## src/include/pio_consts.vh

```
// constants for the port latch and mode block
`ifndef PIO_CONSTS_VH
`define PIO_CONSTS_VH

// register offsets
`define PIO_ADDR_PORT0_LATCH 8'h80
`define PIO_ADDR_PORT1_LATCH 8'h90
`define PIO_ADDR_PORT2_LATCH 8'hA0
`define PIO_ADDR_PORT3_LATCH 8'hB0
`define PIO_ADDR_PORT0_DRIVE 8'hA4
`define PIO_ADDR_PORT1_DRIVE 8'hA5
`define PIO_ADDR_PORT2_DRIVE 8'hA6
`define PIO_ADDR_PORT3_DRIVE 8'hA7
`define PIO_ADDR_PORT0_ANALOG 8'hF1
`define PIO_ADDR_PORT1_ANALOG 8'hF2
`define PIO_ADDR_PORT2_ANALOG 8'hF3
`define PIO_ADDR_PORT3_ANALOG 8'hF4
`define PIO_ADDR_XBAR_CTRL 8'hE2

// field positions
`define PIO_XBAR_EN_BIT 6
`define PIO_P3_USED_MASK 8'h01

// reset values
`define PIO_RST_LATCH 8'hFF
`define PIO_RST_DRIVE 8'h00
`define PIO_RST_ANALOG 8'hFF
`define PIO_RST_P3_ANALOG 8'h01
`define PIO_RST_XBAR 8'h00

`endif

```

## src/rtl/pio_pin_sync.v

```verilog
// two-flop synchroniser for the 25 pin input levels
`timescale 1ns/10ps
`default_nettype none

module pio_pin_sync
(
  // clock and reset
  input wire MCLK,
  input wire RST,
  // raw and synchronised pin levels
  input wire [24:0] pin_raw,
  output reg [24:0] pin_sync
);

  reg [24:0] stage1;

  always @(posedge MCLK or posedge RST)
  begin
    if (RST)
    begin
      stage1 <= 25'h1FFFFFF;
      pin_sync <= 25'h1FFFFFF;
    end
    else
    begin
      stage1 <= pin_raw;
      pin_sync <= stage1;
    end
  end

endmodule

`default_nettype wire

```

## src/rtl/pio_port_io.v

```verilog
// port data latches, drive and analog mode registers, pin drivers
`include "pio_consts.vh"
`timescale 1ns/10ps
`default_nettype none

// Contract
// - latch drives pins 19:0 only when crossbar enabled; upper port 2 and port 3 pins regardless
// - open-drain pin floats when latch is one
// - analog pins read as zero
// - digital pins read live synchronised pin level
// - all four port latches reset high
// - drive bit picks push-pull, ignored if analog
// - SMBus pins always open-drain
// - analog select zero disables pull-up, driver, receiver
// - upper port 2 pins ignore crossbar enable
// - crossbar off keeps routed pins undriven
module pio_port_io
(
  // clock and reset
  input wire MCLK,
  input wire RST,
  // register port
  input wire [7:0] SFR_ADDR,
  input wire SFR_WR,
  input wire SFR_RD,
  input wire [7:0] SFR_WDATA,
  output reg [7:0] SFR_RDATA,
  // smbus placement, one bit per pin of ports 0 to 2
  input wire [23:0] SMB_PIN,
  // pins: ports 0..2 in bits 23:0, port 3 bit 0 in bit 24
  input wire [24:0] PIN_IN,
  output reg [24:0] PIN_OUT,
  output reg [24:0] PIN_OE,
  output reg [24:0] PIN_PULLUP,
  output reg [24:0] PIN_RX_EN
);

  // ===========================================================
  // register storage
  reg [7:0] port0_data_latch;
  reg [7:0] port1_data_latch;
  reg [7:0] port2_data_latch;
  reg [7:0] port3_data_latch;
  reg [7:0] port0_output_drive_mode;
  reg [7:0] port1_output_drive_mode;
  reg [7:0] port2_output_drive_mode;
  reg [7:0] port3_output_drive_mode;
  reg [7:0] port0_analog_select;
  reg [7:0] port1_analog_select;
  reg [7:0] port2_analog_select;
  reg [7:0] port3_analog_select;
  reg [7:0] xbar_ctrl;
  reg [23:0] smb_s1;
  reg [23:0] smb_sync;
  wire [24:0] pin_sync;
  wire crossbar_enable;

  assign crossbar_enable = xbar_ctrl[`PIO_XBAR_EN_BIT];

  pio_pin_sync u_sync
  (
    .MCLK(MCLK),
    .RST(RST),
    .pin_raw(PIN_IN),
    .pin_sync(pin_sync)
  );

  // read value of one port: analog bits zero, digital bits live
  function [7:0] port_read;
    input [7:0] analog_sel;
    input [7:0] level;
    begin
      port_read = analog_sel & level;
    end
  endfunction

  // address match for one register
  function addr_hit;
    input [7:0] addr;
    input [7:0] target;
    begin
      addr_hit = (addr == target);
    end
  endfunction

  // ===========================================================
  // write strobes, one per register
  // unmapped addresses raise no strobe, so such writes are dropped
  wire wr_port0_latch;
  wire wr_port1_latch;
  wire wr_port2_latch;
  wire wr_port3_latch;
  wire wr_port0_drive;
  wire wr_port1_drive;
  wire wr_port2_drive;
  wire wr_port3_drive;
  wire wr_port0_analog;
  wire wr_port1_analog;
  wire wr_port2_analog;
  wire wr_port3_analog;
  wire wr_xbar;

  assign wr_port0_latch = SFR_WR & addr_hit(SFR_ADDR, `PIO_ADDR_PORT0_LATCH);
  assign wr_port1_latch = SFR_WR & addr_hit(SFR_ADDR, `PIO_ADDR_PORT1_LATCH);
  assign wr_port2_latch = SFR_WR & addr_hit(SFR_ADDR, `PIO_ADDR_PORT2_LATCH);
  assign wr_port3_latch = SFR_WR & addr_hit(SFR_ADDR, `PIO_ADDR_PORT3_LATCH);
  assign wr_port0_drive = SFR_WR & addr_hit(SFR_ADDR, `PIO_ADDR_PORT0_DRIVE);
  assign wr_port1_drive = SFR_WR & addr_hit(SFR_ADDR, `PIO_ADDR_PORT1_DRIVE);
  assign wr_port2_drive = SFR_WR & addr_hit(SFR_ADDR, `PIO_ADDR_PORT2_DRIVE);
  assign wr_port3_drive = SFR_WR & addr_hit(SFR_ADDR, `PIO_ADDR_PORT3_DRIVE);
  assign wr_port0_analog = SFR_WR & addr_hit(SFR_ADDR, `PIO_ADDR_PORT0_ANALOG);
  assign wr_port1_analog = SFR_WR & addr_hit(SFR_ADDR, `PIO_ADDR_PORT1_ANALOG);
  assign wr_port2_analog = SFR_WR & addr_hit(SFR_ADDR, `PIO_ADDR_PORT2_ANALOG);
  assign wr_port3_analog = SFR_WR & addr_hit(SFR_ADDR, `PIO_ADDR_PORT3_ANALOG);
  assign wr_xbar = SFR_WR & addr_hit(SFR_ADDR, `PIO_ADDR_XBAR_CTRL);

  // port data latches
  always @(posedge MCLK or posedge RST)
  begin
    if (RST)
    begin
      port0_data_latch <= `PIO_RST_LATCH;
      port1_data_latch <= `PIO_RST_LATCH;
      port2_data_latch <= `PIO_RST_LATCH;
      port3_data_latch <= `PIO_RST_LATCH;
    end
    else
    begin
      if (wr_port0_latch)
        port0_data_latch <= SFR_WDATA;
      if (wr_port1_latch)
        port1_data_latch <= SFR_WDATA;
      if (wr_port2_latch)
        port2_data_latch <= SFR_WDATA;
      if (wr_port3_latch)
        port3_data_latch <= SFR_WDATA;
    end
  end

  // output drive mode; port 3 keeps bit zero only
  always @(posedge MCLK or posedge RST)
  begin
    if (RST)
    begin
      port0_output_drive_mode <= `PIO_RST_DRIVE;
      port1_output_drive_mode <= `PIO_RST_DRIVE;
      port2_output_drive_mode <= `PIO_RST_DRIVE;
      port3_output_drive_mode <= `PIO_RST_DRIVE;
    end
    else
    begin
      if (wr_port0_drive)
        port0_output_drive_mode <= SFR_WDATA;
      if (wr_port1_drive)
        port1_output_drive_mode <= SFR_WDATA;
      if (wr_port2_drive)
        port2_output_drive_mode <= SFR_WDATA;
      if (wr_port3_drive)
        port3_output_drive_mode <= SFR_WDATA & `PIO_P3_USED_MASK;
    end
  end

  // analog select; port 3 keeps bit zero only
  always @(posedge MCLK or posedge RST)
  begin
    if (RST)
    begin
      port0_analog_select <= `PIO_RST_ANALOG;
      port1_analog_select <= `PIO_RST_ANALOG;
      port2_analog_select <= `PIO_RST_ANALOG;
      port3_analog_select <= `PIO_RST_P3_ANALOG;
    end
    else
    begin
      if (wr_port0_analog)
        port0_analog_select <= SFR_WDATA;
      if (wr_port1_analog)
        port1_analog_select <= SFR_WDATA;
      if (wr_port2_analog)
        port2_analog_select <= SFR_WDATA;
      if (wr_port3_analog)
        port3_analog_select <= SFR_WDATA & `PIO_P3_USED_MASK;
    end
  end

  // crossbar control, bits other than the enable are plain storage
  always @(posedge MCLK or posedge RST)
  begin
    if (RST)
      xbar_ctrl <= `PIO_RST_XBAR;
    else if (wr_xbar)
      xbar_ctrl <= SFR_WDATA;
  end

  // smbus placement comes from peripheral logic; synchronise as a level
  always @(posedge MCLK or posedge RST)
  begin
    if (RST)
    begin
      smb_s1 <= 24'h000000;
      smb_sync <= 24'h000000;
    end
    else
    begin
      smb_s1 <= SMB_PIN;
      smb_sync <= smb_s1;
    end
  end

  // ===========================================================
  // pin drive decision
  reg [24:0] all_latch;
  reg [24:0] all_drive;
  reg [24:0] all_analog;
  reg [24:0] gpio_free;
  reg [24:0] open_drain;
  reg [24:0] next_out;
  reg [24:0] next_oe;
  reg [24:0] next_pullup;
  reg [24:0] next_rx;

  always @*
  begin
    all_latch = {port3_data_latch[0], port2_data_latch, port1_data_latch,
      port0_data_latch};
    all_drive = {port3_output_drive_mode[0], port2_output_drive_mode,
      port1_output_drive_mode, port0_output_drive_mode};
    all_analog = {port3_analog_select[0], port2_analog_select,
      port1_analog_select, port0_analog_select};
    // upper port 2 and port 3 pins are always plain gpio
    gpio_free = {1'b1, 4'hF, 20'h00000};
    // open-drain when drive bit low, or smbus on pin
    open_drain = ~all_drive | {1'b0, smb_sync};
    // enable driver only with crossbar on (or free pin) and digital pin
    next_oe = all_analog & (gpio_free | {25{crossbar_enable}}) &
      (~all_latch | ~open_drain);
    next_out = all_latch & next_oe;
    // weak pull-up on digital open-drain pins whose latch is high
    next_pullup = all_analog & open_drain & all_latch;
    next_rx = all_analog;
  end

  // ===========================================================
  // read data selection, zero when no read
  reg [7:0] next_rdata;

  // data registers return pin levels; latch readback is not offered
  always @*
  begin
    next_rdata = 8'h00;
    if (SFR_RD)
    begin
      case (SFR_ADDR)
        `PIO_ADDR_PORT0_LATCH: next_rdata = port_read(port0_analog_select, pin_sync[7:0]);
        `PIO_ADDR_PORT1_LATCH: next_rdata = port_read(port1_analog_select, pin_sync[15:8]);
        `PIO_ADDR_PORT2_LATCH: next_rdata = port_read(port2_analog_select, pin_sync[23:16]);
        `PIO_ADDR_PORT3_LATCH: next_rdata = port_read(port3_analog_select,
          {7'h00, pin_sync[24]});
        `PIO_ADDR_PORT0_DRIVE: next_rdata = port0_output_drive_mode;
        `PIO_ADDR_PORT1_DRIVE: next_rdata = port1_output_drive_mode;
        `PIO_ADDR_PORT2_DRIVE: next_rdata = port2_output_drive_mode;
        `PIO_ADDR_PORT3_DRIVE: next_rdata = port3_output_drive_mode;
        `PIO_ADDR_PORT0_ANALOG: next_rdata = port0_analog_select;
        `PIO_ADDR_PORT1_ANALOG: next_rdata = port1_analog_select;
        `PIO_ADDR_PORT2_ANALOG: next_rdata = port2_analog_select;
        `PIO_ADDR_PORT3_ANALOG: next_rdata = port3_analog_select;
        `PIO_ADDR_XBAR_CTRL: next_rdata = xbar_ctrl;
        default: next_rdata = 8'h00;
      endcase
    end
  end

  // ===========================================================
  // registered pin controls
  // pins change one cycle after the write edge, never mid-cycle
  always @(posedge MCLK or posedge RST)
  begin
    if (RST)
    begin
      PIN_OUT <= 25'h0000000;
      PIN_OE <= 25'h0000000;
      PIN_PULLUP <= 25'h0000000;
      PIN_RX_EN <= 25'h0000000;
    end
    else
    begin
      PIN_OUT <= next_out;
      PIN_OE <= next_oe;
      PIN_PULLUP <= next_pullup;
      PIN_RX_EN <= next_rx;
    end
  end

  // registered read data, stands for one cycle
  always @(posedge MCLK or posedge RST)
  begin
    if (RST)
      SFR_RDATA <= 8'h00;
    else
      SFR_RDATA <= next_rdata;
  end

endmodule

`default_nettype wire

```

## config.mk

```make
export PLATFORM = sky130hd
export DESIGN_NAME = pio_port_io
export DESIGN_NICKNAME = d
export VERILOG_FILES = /design/src/rtl/pio_pin_sync.v /design/src/rtl/pio_port_io.v
export VERILOG_INCLUDE_DIRS = /design/src /design/src/include
export SDC_FILE = /design/constraint.sdc
export NUM_CORES = 1
export LEC_CHECK = 0
export BUFFER_PORTS_ARGS = -buffer_cell sky130_fd_sc_hd__buf_2
export CAP_MARGIN = 25
export CORE_MARGIN = 2
export CORE_UTILIZATION = 49
export CTS_CLUSTER_SIZE = 12
export DETAILED_ROUTE_END_ITERATION = 10
export GPL_ROUTABILITY_DRIVEN = 0
export PLACE_DENSITY = 0.69
export SYNTH_ARGS = -nofsm -noshare
export SYNTH_HDL_FRONTEND = slang
export SYNTH_HIERARCHICAL = 1
export SYNTH_SLANG_ARGS = --single-unit
```

## constraint.sdc

```tcl
create_clock -name MCLK -period 15.1 [get_ports MCLK]
set_input_delay 0.755 -clock MCLK [delete_from_list [all_inputs] [get_ports MCLK]]
set_output_delay 0.755 -clock MCLK [all_outputs]
set_load 0.005 [all_outputs]
```

After elaboration in Yosys (flattened, before gate mapping)
Cells that the tools add are included.
- register bits: 289
- bits of input ports: 69
- output and inout bits: 108
- word-level logic and storage cells: 64
- multiplexer cells: 2
- equality and inequality tests: 13
- bitwise gates (word level): 27
- operators by type and width (cell ; number):
    25-bit bitwise AND ; 5
    8-bit == test (second input constant) ; 13
    8-bit one-hot mux with 13 select lines ; 1
    25-bit inverter ; 3
    25-bit by 24-bit OR with 25-bit output ; 1
    25-bit OR ; 1
    8-bit bitwise AND ; 3
    1-bit bitwise AND ; 14
    8-bit 2-to-1 mux ; 1

Logic depth before layout (Yosys ltp)
Gate-level depths: netlist (run 1).
- depth in word-level cells: 6
- depth in mapped cells: 7
- gate-level depth less buffers: 5

Modules after synthesis
Netlist (run 1), hierarchy kept.
- by module, submodules not included (module ; cells an instance ; instances ; seq. area each (µm²) ; area an instance (µm²)):
    pio_port_io ; 662 ; 1 ; 6043.3 ; 8677.1
    pio_pin_sync ; 51 ; 1 ; 1313.8 ; 1317.5

Worst setup path after synthesis (run 1)
No wires, ideal clock.
- path kind: in2reg
- from: input port SFR_ADDR[4]
- to: register port1_output_drive_mode[0]
- stages: 7
- setup time: 0.125 ns
- data required time: 14.975 ns
- arrival: 2.427 ns
- buffers on the path: 2
- setup slack: 12.548 ns
- path through: clkbuf_1 -> nand4bb_1 -> or2_2 -> nor2_2 -> and3_1 -> buf_2 -> mux2_2
- word-level cells in the longest chain between the ends: 2
- ends and longest elaborated chain (element ; line ; source):
    from (decl) ; pio_port_io.v:23 ; input wire [7:0] SFR_ADDR,
    8-bit == test ; pio_port_io.v:82 ; addr_hit = (addr == target);
    1-bit bitwise AND ; pio_port_io.v:108 ; assign wr_port1_drive = SFR_WR & addr_hit(SFR_ADDR, `PIO_ADDR_PORT1_DRIVE);
    to (signal assigned) ; pio_port_io.v:146 ; port1_output_drive_mode <= `PIO_RST_DRIVE;
    to (decl) ; pio_port_io.v:45 ; reg [7:0] port1_output_drive_mode;
No other way between the ends.
A chain may end at the register's enable or synchronous reset.

Final worst setup path (run 1)
- from: input port SFR_ADDR[0]
- to: register port0_data_latch[3]
- word-level cells in the longest chain between the ends: 2
- ends and longest elaborated chain (element ; line ; source):
    8-bit == test ; -- ;
    1-bit bitwise AND ; pio_port_io.v:103 ; assign wr_port0_latch = SFR_WR & addr_hit(SFR_ADDR, `PIO_ADDR_PORT0_LATCH);
    to (signal assigned) ; pio_port_io.v:122 ; port0_data_latch <= `PIO_RST_LATCH;
    to (decl) ; pio_port_io.v:40 ; reg [7:0] port0_data_latch;
No other way between the ends.

==> run metrics, run 1 <==
Top FF cell, synth dfrtp_1; Syn. warnings 6; DRT Wirelength 21.2 mm; top sig layer met4; HPWL after DPL 14.6 mm; DRT antenna net count 0; Initial Util 49.7%; post-CTS sizing 0; Final nets 970; DRC 0; Startpoint Class input port; crit path DAT 3.00 ns; CTS Buffer Depth 3; WS Path Type input port to flop; layout cells sized above 1 42.0%; CP cell instances buf_2, or4b_1, nor4_4, nand2_1, mux2_2; cts hold-fix bufs 0; Worst path max stage delay 0.73 ns; vias in the first global route 6159; Rel. slew slack 30.7%; Comb power frac 4.6%; Worst setup EP type flop; Pre-antenna DRT Iters 5; final worst slack 12.56 ns; Yosys cell types 46; number of synthesized flops with an enable pin 0; DP Cell Count 1136; syn nets 782; utilization after layout 60.3%; switch share 21.4%; outcome finished, final reports clean; Final Power 1.59 mW; Layout Cells excl Fill 1194; FF-to-FF Start xbar_ctrl[6]$_DFFE_PP0P_; first-pass GRT wire length 33.7 mm; CTS tree built; DR vias/cell 4.97; H-tree depth 1; worst reg2reg setup slack 13.47 ns; grt total ovfl 0; Yosys top cell by area dfrtp_1; P_leak 5.98 nW; postcts setup bufs 0; Slew @ Worst Pin 1.04 ns; Placeable Area 20100 um2; Slew Viols, Final 0; max cap viols 0; die span in x 147 um; pin count of the biggest net entering global routing 158; clk_skew 0.00924 ns; worst min path class input port to async pin; CP Max Fanout 27; Max Clock Freq 394 MHz; row count 52; Slowest-stage cell, CP or4b_1; Hold Fails Final Rpt 0; Die ar. 21600 um2; vias 5936; fin crit period 2.54 ns; fillers 1590; clock power share 42.5%; CTS Buf Count 29; GRT Total Usage 20.1%; endpoints failing setup 0; Avg Synthesized Cell Area 14.0 um2; CP Data Required Time 15.56 ns; Post-Syn Area 9990 um2; maximum VDD drop 0.0821 mV; r2r endpoint SFR_RDATA[6]$_DFF_PP0_; Seq pwr share 52.9%; root buf cell clkbuf_16; final period utilization 16.8%; antenna violations before repair 0; Int Power 1.25 mW; Met3 Wirelength 1.29 mm; ranking of synthesized cells by area dfrtp_1, dfstp_2, mux2_2; Post-synth ARST share 100%; setup TNS 0 ns; Buffers on Ports 176; Synth top area share 47.3%; met2 routed WL 10.7 mm; CTS Sinks 289; Die Ht 147 um; unrepaired setup endpoints after global routing no; Post-Syn Instances 713; PD cells 131 nW/um2; register area share after synthesis 73.6%; 1st-iter DRT viols 431; IO Count 177; WL per Instance 17.7 um; Clk Latency, worst-skew pair 0.53 ns; Worst-path clk slew 0.06 ns; M1 wire length 8.73 mm; Ant. Diodes 0; reg2reg path depth 3; Place WS 12.01 ns; Synth-to-Final Area Change 21.2%; P_sw 0.340 mW; synthesized flop and latch total 289
## layout make-up
class	count	area, um2	area share, %
sequential	289	7360	60.7
multi-input combinational	346	2330	19.2
timing repair buffer	184	1000	8.28
clock buffer	49	811	6.69
tap	270	338	2.79
inverter	51	199	1.64
clock inverter	5	78.8	0.651
## logic make-up after synthesis
kind of cell	Yosys count	synth area share, %
compound gates	109	6.75
simple gates	176	9.56
buf+inv	78	3.08
flops	289	73.6
xor+xnor	1	0.0876
mux	60	6.91
## metal layers
metal / up-vias / global-route usage (%)
li1: 2778 / -
met1: 2923 / 27.3
met2: 201 / 33.6
met3: 34 / 3.63
met4: 0 / 5.78
met5: - / 0
## power by group through the flow
stage | Combinational [mW] | Clock (mW) | Sequential, mW
final | 0.0729 | 0.675 | 0.841
after global routing | 0.0826 | 0.726 | 0.845
after CTS | 0.0732 | 0.690 | 0.842
after detailed placement | 0.0729 | 0 | 0.854
after global placement | 0.0709 | 0 | 0.854
after floorplan | 0.0395 | 0 | 0.848
## stage by stage
stage               hold WS (ns)  area [um2]
floorplan                  0.331        9990
global placement           0.333       11100
detailed placement         0.335       11200
CTS                        0.299       12000
global route               0.293       12100
finish                     0.281       12100
## worst max-delay path by stage
stage	from	end	slack (ns)
3_3_place_gp	SFR_ADDR[0]	SFR_RDATA[2]$_DFF_PP0_	12.00
2_1_floorplan	RST	PIN_OE[0]$_DFF_PP0_	7.87
3_5_place_dp	SFR_ADDR[0]	port0_data_latch[3]$_DFFE_PP1P_	12.01
5_1_grt	SFR_ADDR[0]	port0_data_latch[3]$_DFFE_PP1P_	12.46
4_1_cts	SFR_ADDR[0]	port0_data_latch[3]$_DFFE_PP1P_	12.56
6_report	SFR_ADDR[0]	port0_data_latch[3]$_DFFE_PP1P_	12.56
## worst max-delay path, delay by kind of cell
family	cells	cell delay [ns]
buffers and inverters	1	0.26
AND/OR/NAND/NOR	3	1.57
multiplexers	1	0.40
## placed cells by master, fill, tap and decap left out, drive strengths merged, types with 8 or more instances in the layout
cell type,instances
clkbuf,50
o21ai,69
a41oi,8
a21o,8
nor2,33
and3,35
buf,183
and2,32
inv,52
nand2,47
mux2,59
dfstp,100
dfrtp,189
## flip-flops by register name (all words and copies together) (netlist names), 24 cells and up
register	cells
u_sync/pin_sync	25
smb_sync	24
PIN_OE	25
PIN_PULLUP	25
PIN_OUT	25
smb_s1	24
u_sync/stage1	25
PIN_RX_EN	25
## synthesized netlist by cell type, types with 5 or more instances
| master | instances |
|---|---|
| a21o_1 | 8 |
| a22o_1 | 7 |
| a22oi_1 | 7 |
| a41oi_1 | 8 |
| and2_1 | 32 |
| and3_1 | 35 |
| buf_2 | 6 |
| clkbuf_1 | 19 |
| dfrtp_1 | 189 |
| dfstp_2 | 100 |
| inv_1 | 51 |
| mux2_2 | 59 |
| nand2_1 | 46 |
| nand3_1 | 6 |
| nor2_1 | 32 |
| nor3_1 | 5 |
| o21ai_0 | 69 |
Note: power is estimated with default switching activity, not from simulation.
==> inputs of run 2 (changes only) <==
--- a/config.mk
+++ b/config.mk
@@ -6,6 +6,7 @@
 export SDC_FILE = /design/constraint.sdc
 export NUM_CORES = 1
 export LEC_CHECK = 0
+export ABC_AREA = 1
 export BUFFER_PORTS_ARGS = -buffer_cell sky130_fd_sc_hd__buf_2
 export CAP_MARGIN = 25
 export CORE_MARGIN = 2
@@ -13,7 +14,7 @@
 export CTS_CLUSTER_SIZE = 12
 export DETAILED_ROUTE_END_ITERATION = 10
 export GPL_ROUTABILITY_DRIVEN = 0
-export PLACE_DENSITY = 0.69
+export PLACE_DENSITY = 0.72
 export SYNTH_ARGS = -nofsm -noshare
 export SYNTH_HDL_FRONTEND = slang
 export SYNTH_HIERARCHICAL = 1
==> constraint.sdc (replaced) <==
create_clock -name MCLK -period 2.11 [get_ports MCLK]
set_input_delay 0.1055 -clock MCLK [delete_from_list [all_inputs] [get_ports MCLK]]
set_output_delay 0.1055 -clock MCLK [all_outputs]
set_load 0.005 [all_outputs]
==> run 2 against run 1 <==
Against the previous run: sequential cell count unchanged; sequential power grew to 7.1 times the previous value; non-clock buffer count up 65; core utilization grew 2.4 points; largest power group unchanged; die area rose by 3.4%; setup slack lost 12 ns; clock skew increased by 0.0054 ns.
==> run metrics, run 2 <==
reg2reg path depth 3 (unchanged); final hold slack 0.0510 ns (-0.230 ns); most frequent cell after synthesis dfrtp_1; Buffers on Ports 176 (unchanged); root buf cell clkbuf_16; Yosys top cell by area dfrtp_1; pin count of the biggest net entering global routing 51 (-68%); outcome finished, final reports clean; endpoints failing setup 0 (unchanged); WL per Instance 17.4 um (-1.8%); final period utilization 68.9%; antenna violations before repair 0 (unchanged); CTS Buffer Depth 3 (unchanged); CTS tree built; clk_skew 0.0147 ns (+0.00544 ns); DP Cell Count 1331 (+17%); Rel. slew slack 38.5% (+7.8 points); layout cells sized above 1 31.6% (-10 points); first-pass GRT wire length 39.0 mm (+16%); worst reg2reg setup slack 0.82 ns (-12.65 ns); Final Power 11.6 mW (+630%); max cap viols 0 (unchanged); HPWL after DPL 17.5 mm (+19%); Pre-antenna DRT Iters 5 (unchanged); Syn. warnings 6 (unchanged); H-tree depth 1 (unchanged); vias in the first global route 7245 (+18%); Die ar. 22300 um2 (+3.4%); FF-to-FF Start xbar_ctrl[6]$_DFFE_PP0P_; number of synthesized flops with an enable pin 0 (unchanged); fin crit period 1.45 ns; P_leak 6.21 nW (+3.8%); DRT Wirelength 25.2 mm (+19%); Hold Fails Final Rpt 0 (unchanged); syn nets 960 (+23%); 1st-iter DRT viols 624 (+45%); DR vias/cell 5.05 (+1.5%); crit path DAT 1.90 ns (-1.10 ns); setup TNS 0 ns (unchanged); Synth top cells by count dfrtp_1, nand2_1, dfstp_2; Worst-path clk slew 0.06 ns (about the same); Avg Synthesized Cell Area 11.6 um2 (-17%); ranking of synthesized cells by area dfrtp_1, dfstp_2, nand2_1; hold_sp SFR_ADDR[4]; Synth-to-Final Area Change 26.7%; Hold EP port3_data_latch[0]$_DFFE_PP1P_; Placeable Area 20900 um2 (+3.9%); M1 wire length 10.5 mm (+21%); Max Clock Freq 688 MHz; Met3 Wirelength 1.89 mm (+46%); grt total ovfl 0 (unchanged); Initial Util 49.5% (-0.21 points); Post-Syn Area 10300 um2 (+3.5%); met2 routed WL 11.9 mm (+11%); row count 53 (+1.9%); CTS Buf Count 30 (+3.4%); Synth top area share 45.7% (-1.6 points); Slew @ Worst Pin 0.921 ns (-0.116 ns); die span in x 149 um (+1.7%); commonest non-fill, non-tap cell in the layout dfrtp_1; Yosys cell types 27 (-41%); Clk Latency, worst-skew pair 0.56 ns (+0.03 ns); IO Count 177 (unchanged); Final nets 1217 (+25%); maximum VDD drop 0.697 mV (+750%); Slew Viols, Final 0 (unchanged); Post-Syn Instances 891 (+25%); DRT antenna net count 0 (unchanged); utilization after layout 62.7% (+2.4 points); top sig layer met4; CP Max Fanout 16 (-41%); CP Data Required Time 2.56 ns (-13.00 ns); Layout Cells excl Fill 1447 (+21%); synthesized flop and latch total 289 (unchanged); CTS Sinks 289 (unchanged); r2r endpoint PIN_OUT[7]$_DFF_PP0_; unrepaired setup endpoints after global routing no; Post-synth ARST share 100% (unchanged); Worst Hold Path Cells 5; register area share after synthesis 71.1% (-2.5 points); GRT Total Usage 23.0% (+2.9 points); vias 7305 (+23%); postcts setup bufs 0 (unchanged); Top FF cell, synth dfrtp_1; WS Path Type input port to flop; commonest cells after routing, fill and taps aside dfrtp_1, buf_2, nand2_1; PD cells 887 nW/um2 (+580%); Worst setup EP type flop; Die Ht 149 um (+1.7%); Startpoint Class input port; DRC 0 (unchanged); Ant. Diodes 0 (unchanged); worst min path class input port to flop
[run 2: changes by cell type after synthesis, moves of 32 or more]
cell,before,now
mux2_2,59,0
nor2_1,32,77
and2_1,32,0
nand2_1,46,165
nand3_1,6,80
and3_1,35,0
[run 2: layout make-up]
cell class / count / area, um2
Fill cell: 1620 / 7790
Inverter: 78 / 297
Tap cell: 275 / 344
Timing Repair Buffer: 249 / 1670
Sequential cell: 289 / 7360
Multi-Input combinational cell: 500 / 2500
Clock buffer: 50 / 866
Clock inverter: 6 / 70.1
[run 2: metal layers]
| metal | track usage [%] | vias up |
|---|---|---|
| met5 | 0 | - |
| met4 | 7.90 | 0 |
| met3 | 4.01 | 67 |
| met2 | 37.4 | 308 |
| met1 | 31.6 | 3561 |
| li1 | - | 3369 |
[run 2: logic make-up (layout without fill, tap and decap cells)]
kind of cell,count (synthesis),after routing,synth area share (%)
and+or+nand+nor,385,385,18.0
DFF,289,289,71.1
AOI/OAI and AO/OA,115,115,6.11
buffers and inverters,102,383,4.71
[run 2: timing repair]
action,in CTS,in global routing
endpoints found under the hold margin,89,0
hold buffers,60,0
gates resized for setup,0,0
[run 2: worst max-delay path by stage]
stage | startpoint | end | slack, ns | cells past startpoint
after global routing | SFR_WR | port2_output_drive_mode[7]$_DFFE_PP0P_ | 0.56 | 6
after global placement | SFR_ADDR[2] | SFR_RDATA[7]$_DFF_PP0_ | 0.66 | 9
after detailed placement | SFR_ADDR[2] | SFR_RDATA[2]$_DFF_PP0_ | 0.59 | 9
final | SFR_WR | port2_output_drive_mode[5]$_DFFE_PP0P_ | 0.66 | 6
after floorplan | RST | PIN_OE[0]$_DFF_PP0_ | -1.09 | 1
after CTS | SFR_WR | port2_output_drive_mode[5]$_DFFE_PP0P_ | 0.66 | 6
[run 2: where the power goes]
| part | switching, mW | total [mW] | internal (mW) |
|---|---|---|---|
| sequential | 0.159 | 6.01 | 5.85 |
| clock | 2.05 | 4.95 | 2.91 |
| combinational | 0.396 | 0.653 | 0.257 |
[run 2: worst max-delay path: stages]
cell           delay, ns
dlygate4sd3_1       0.55
buf_2               0.33
inv_1               0.29
nor2_4              0.37
nand2_1             0.11
o21a_1              0.12
[run 2: per-stage QoR]
step,setup WS (ns),area [um2]
after CTS,0.664,13100
after global placement,0.662,11600
after floorplan,-1.09,10300
after detailed placement,0.593,11600
final,0.656,13100
after global routing,0.561,13100
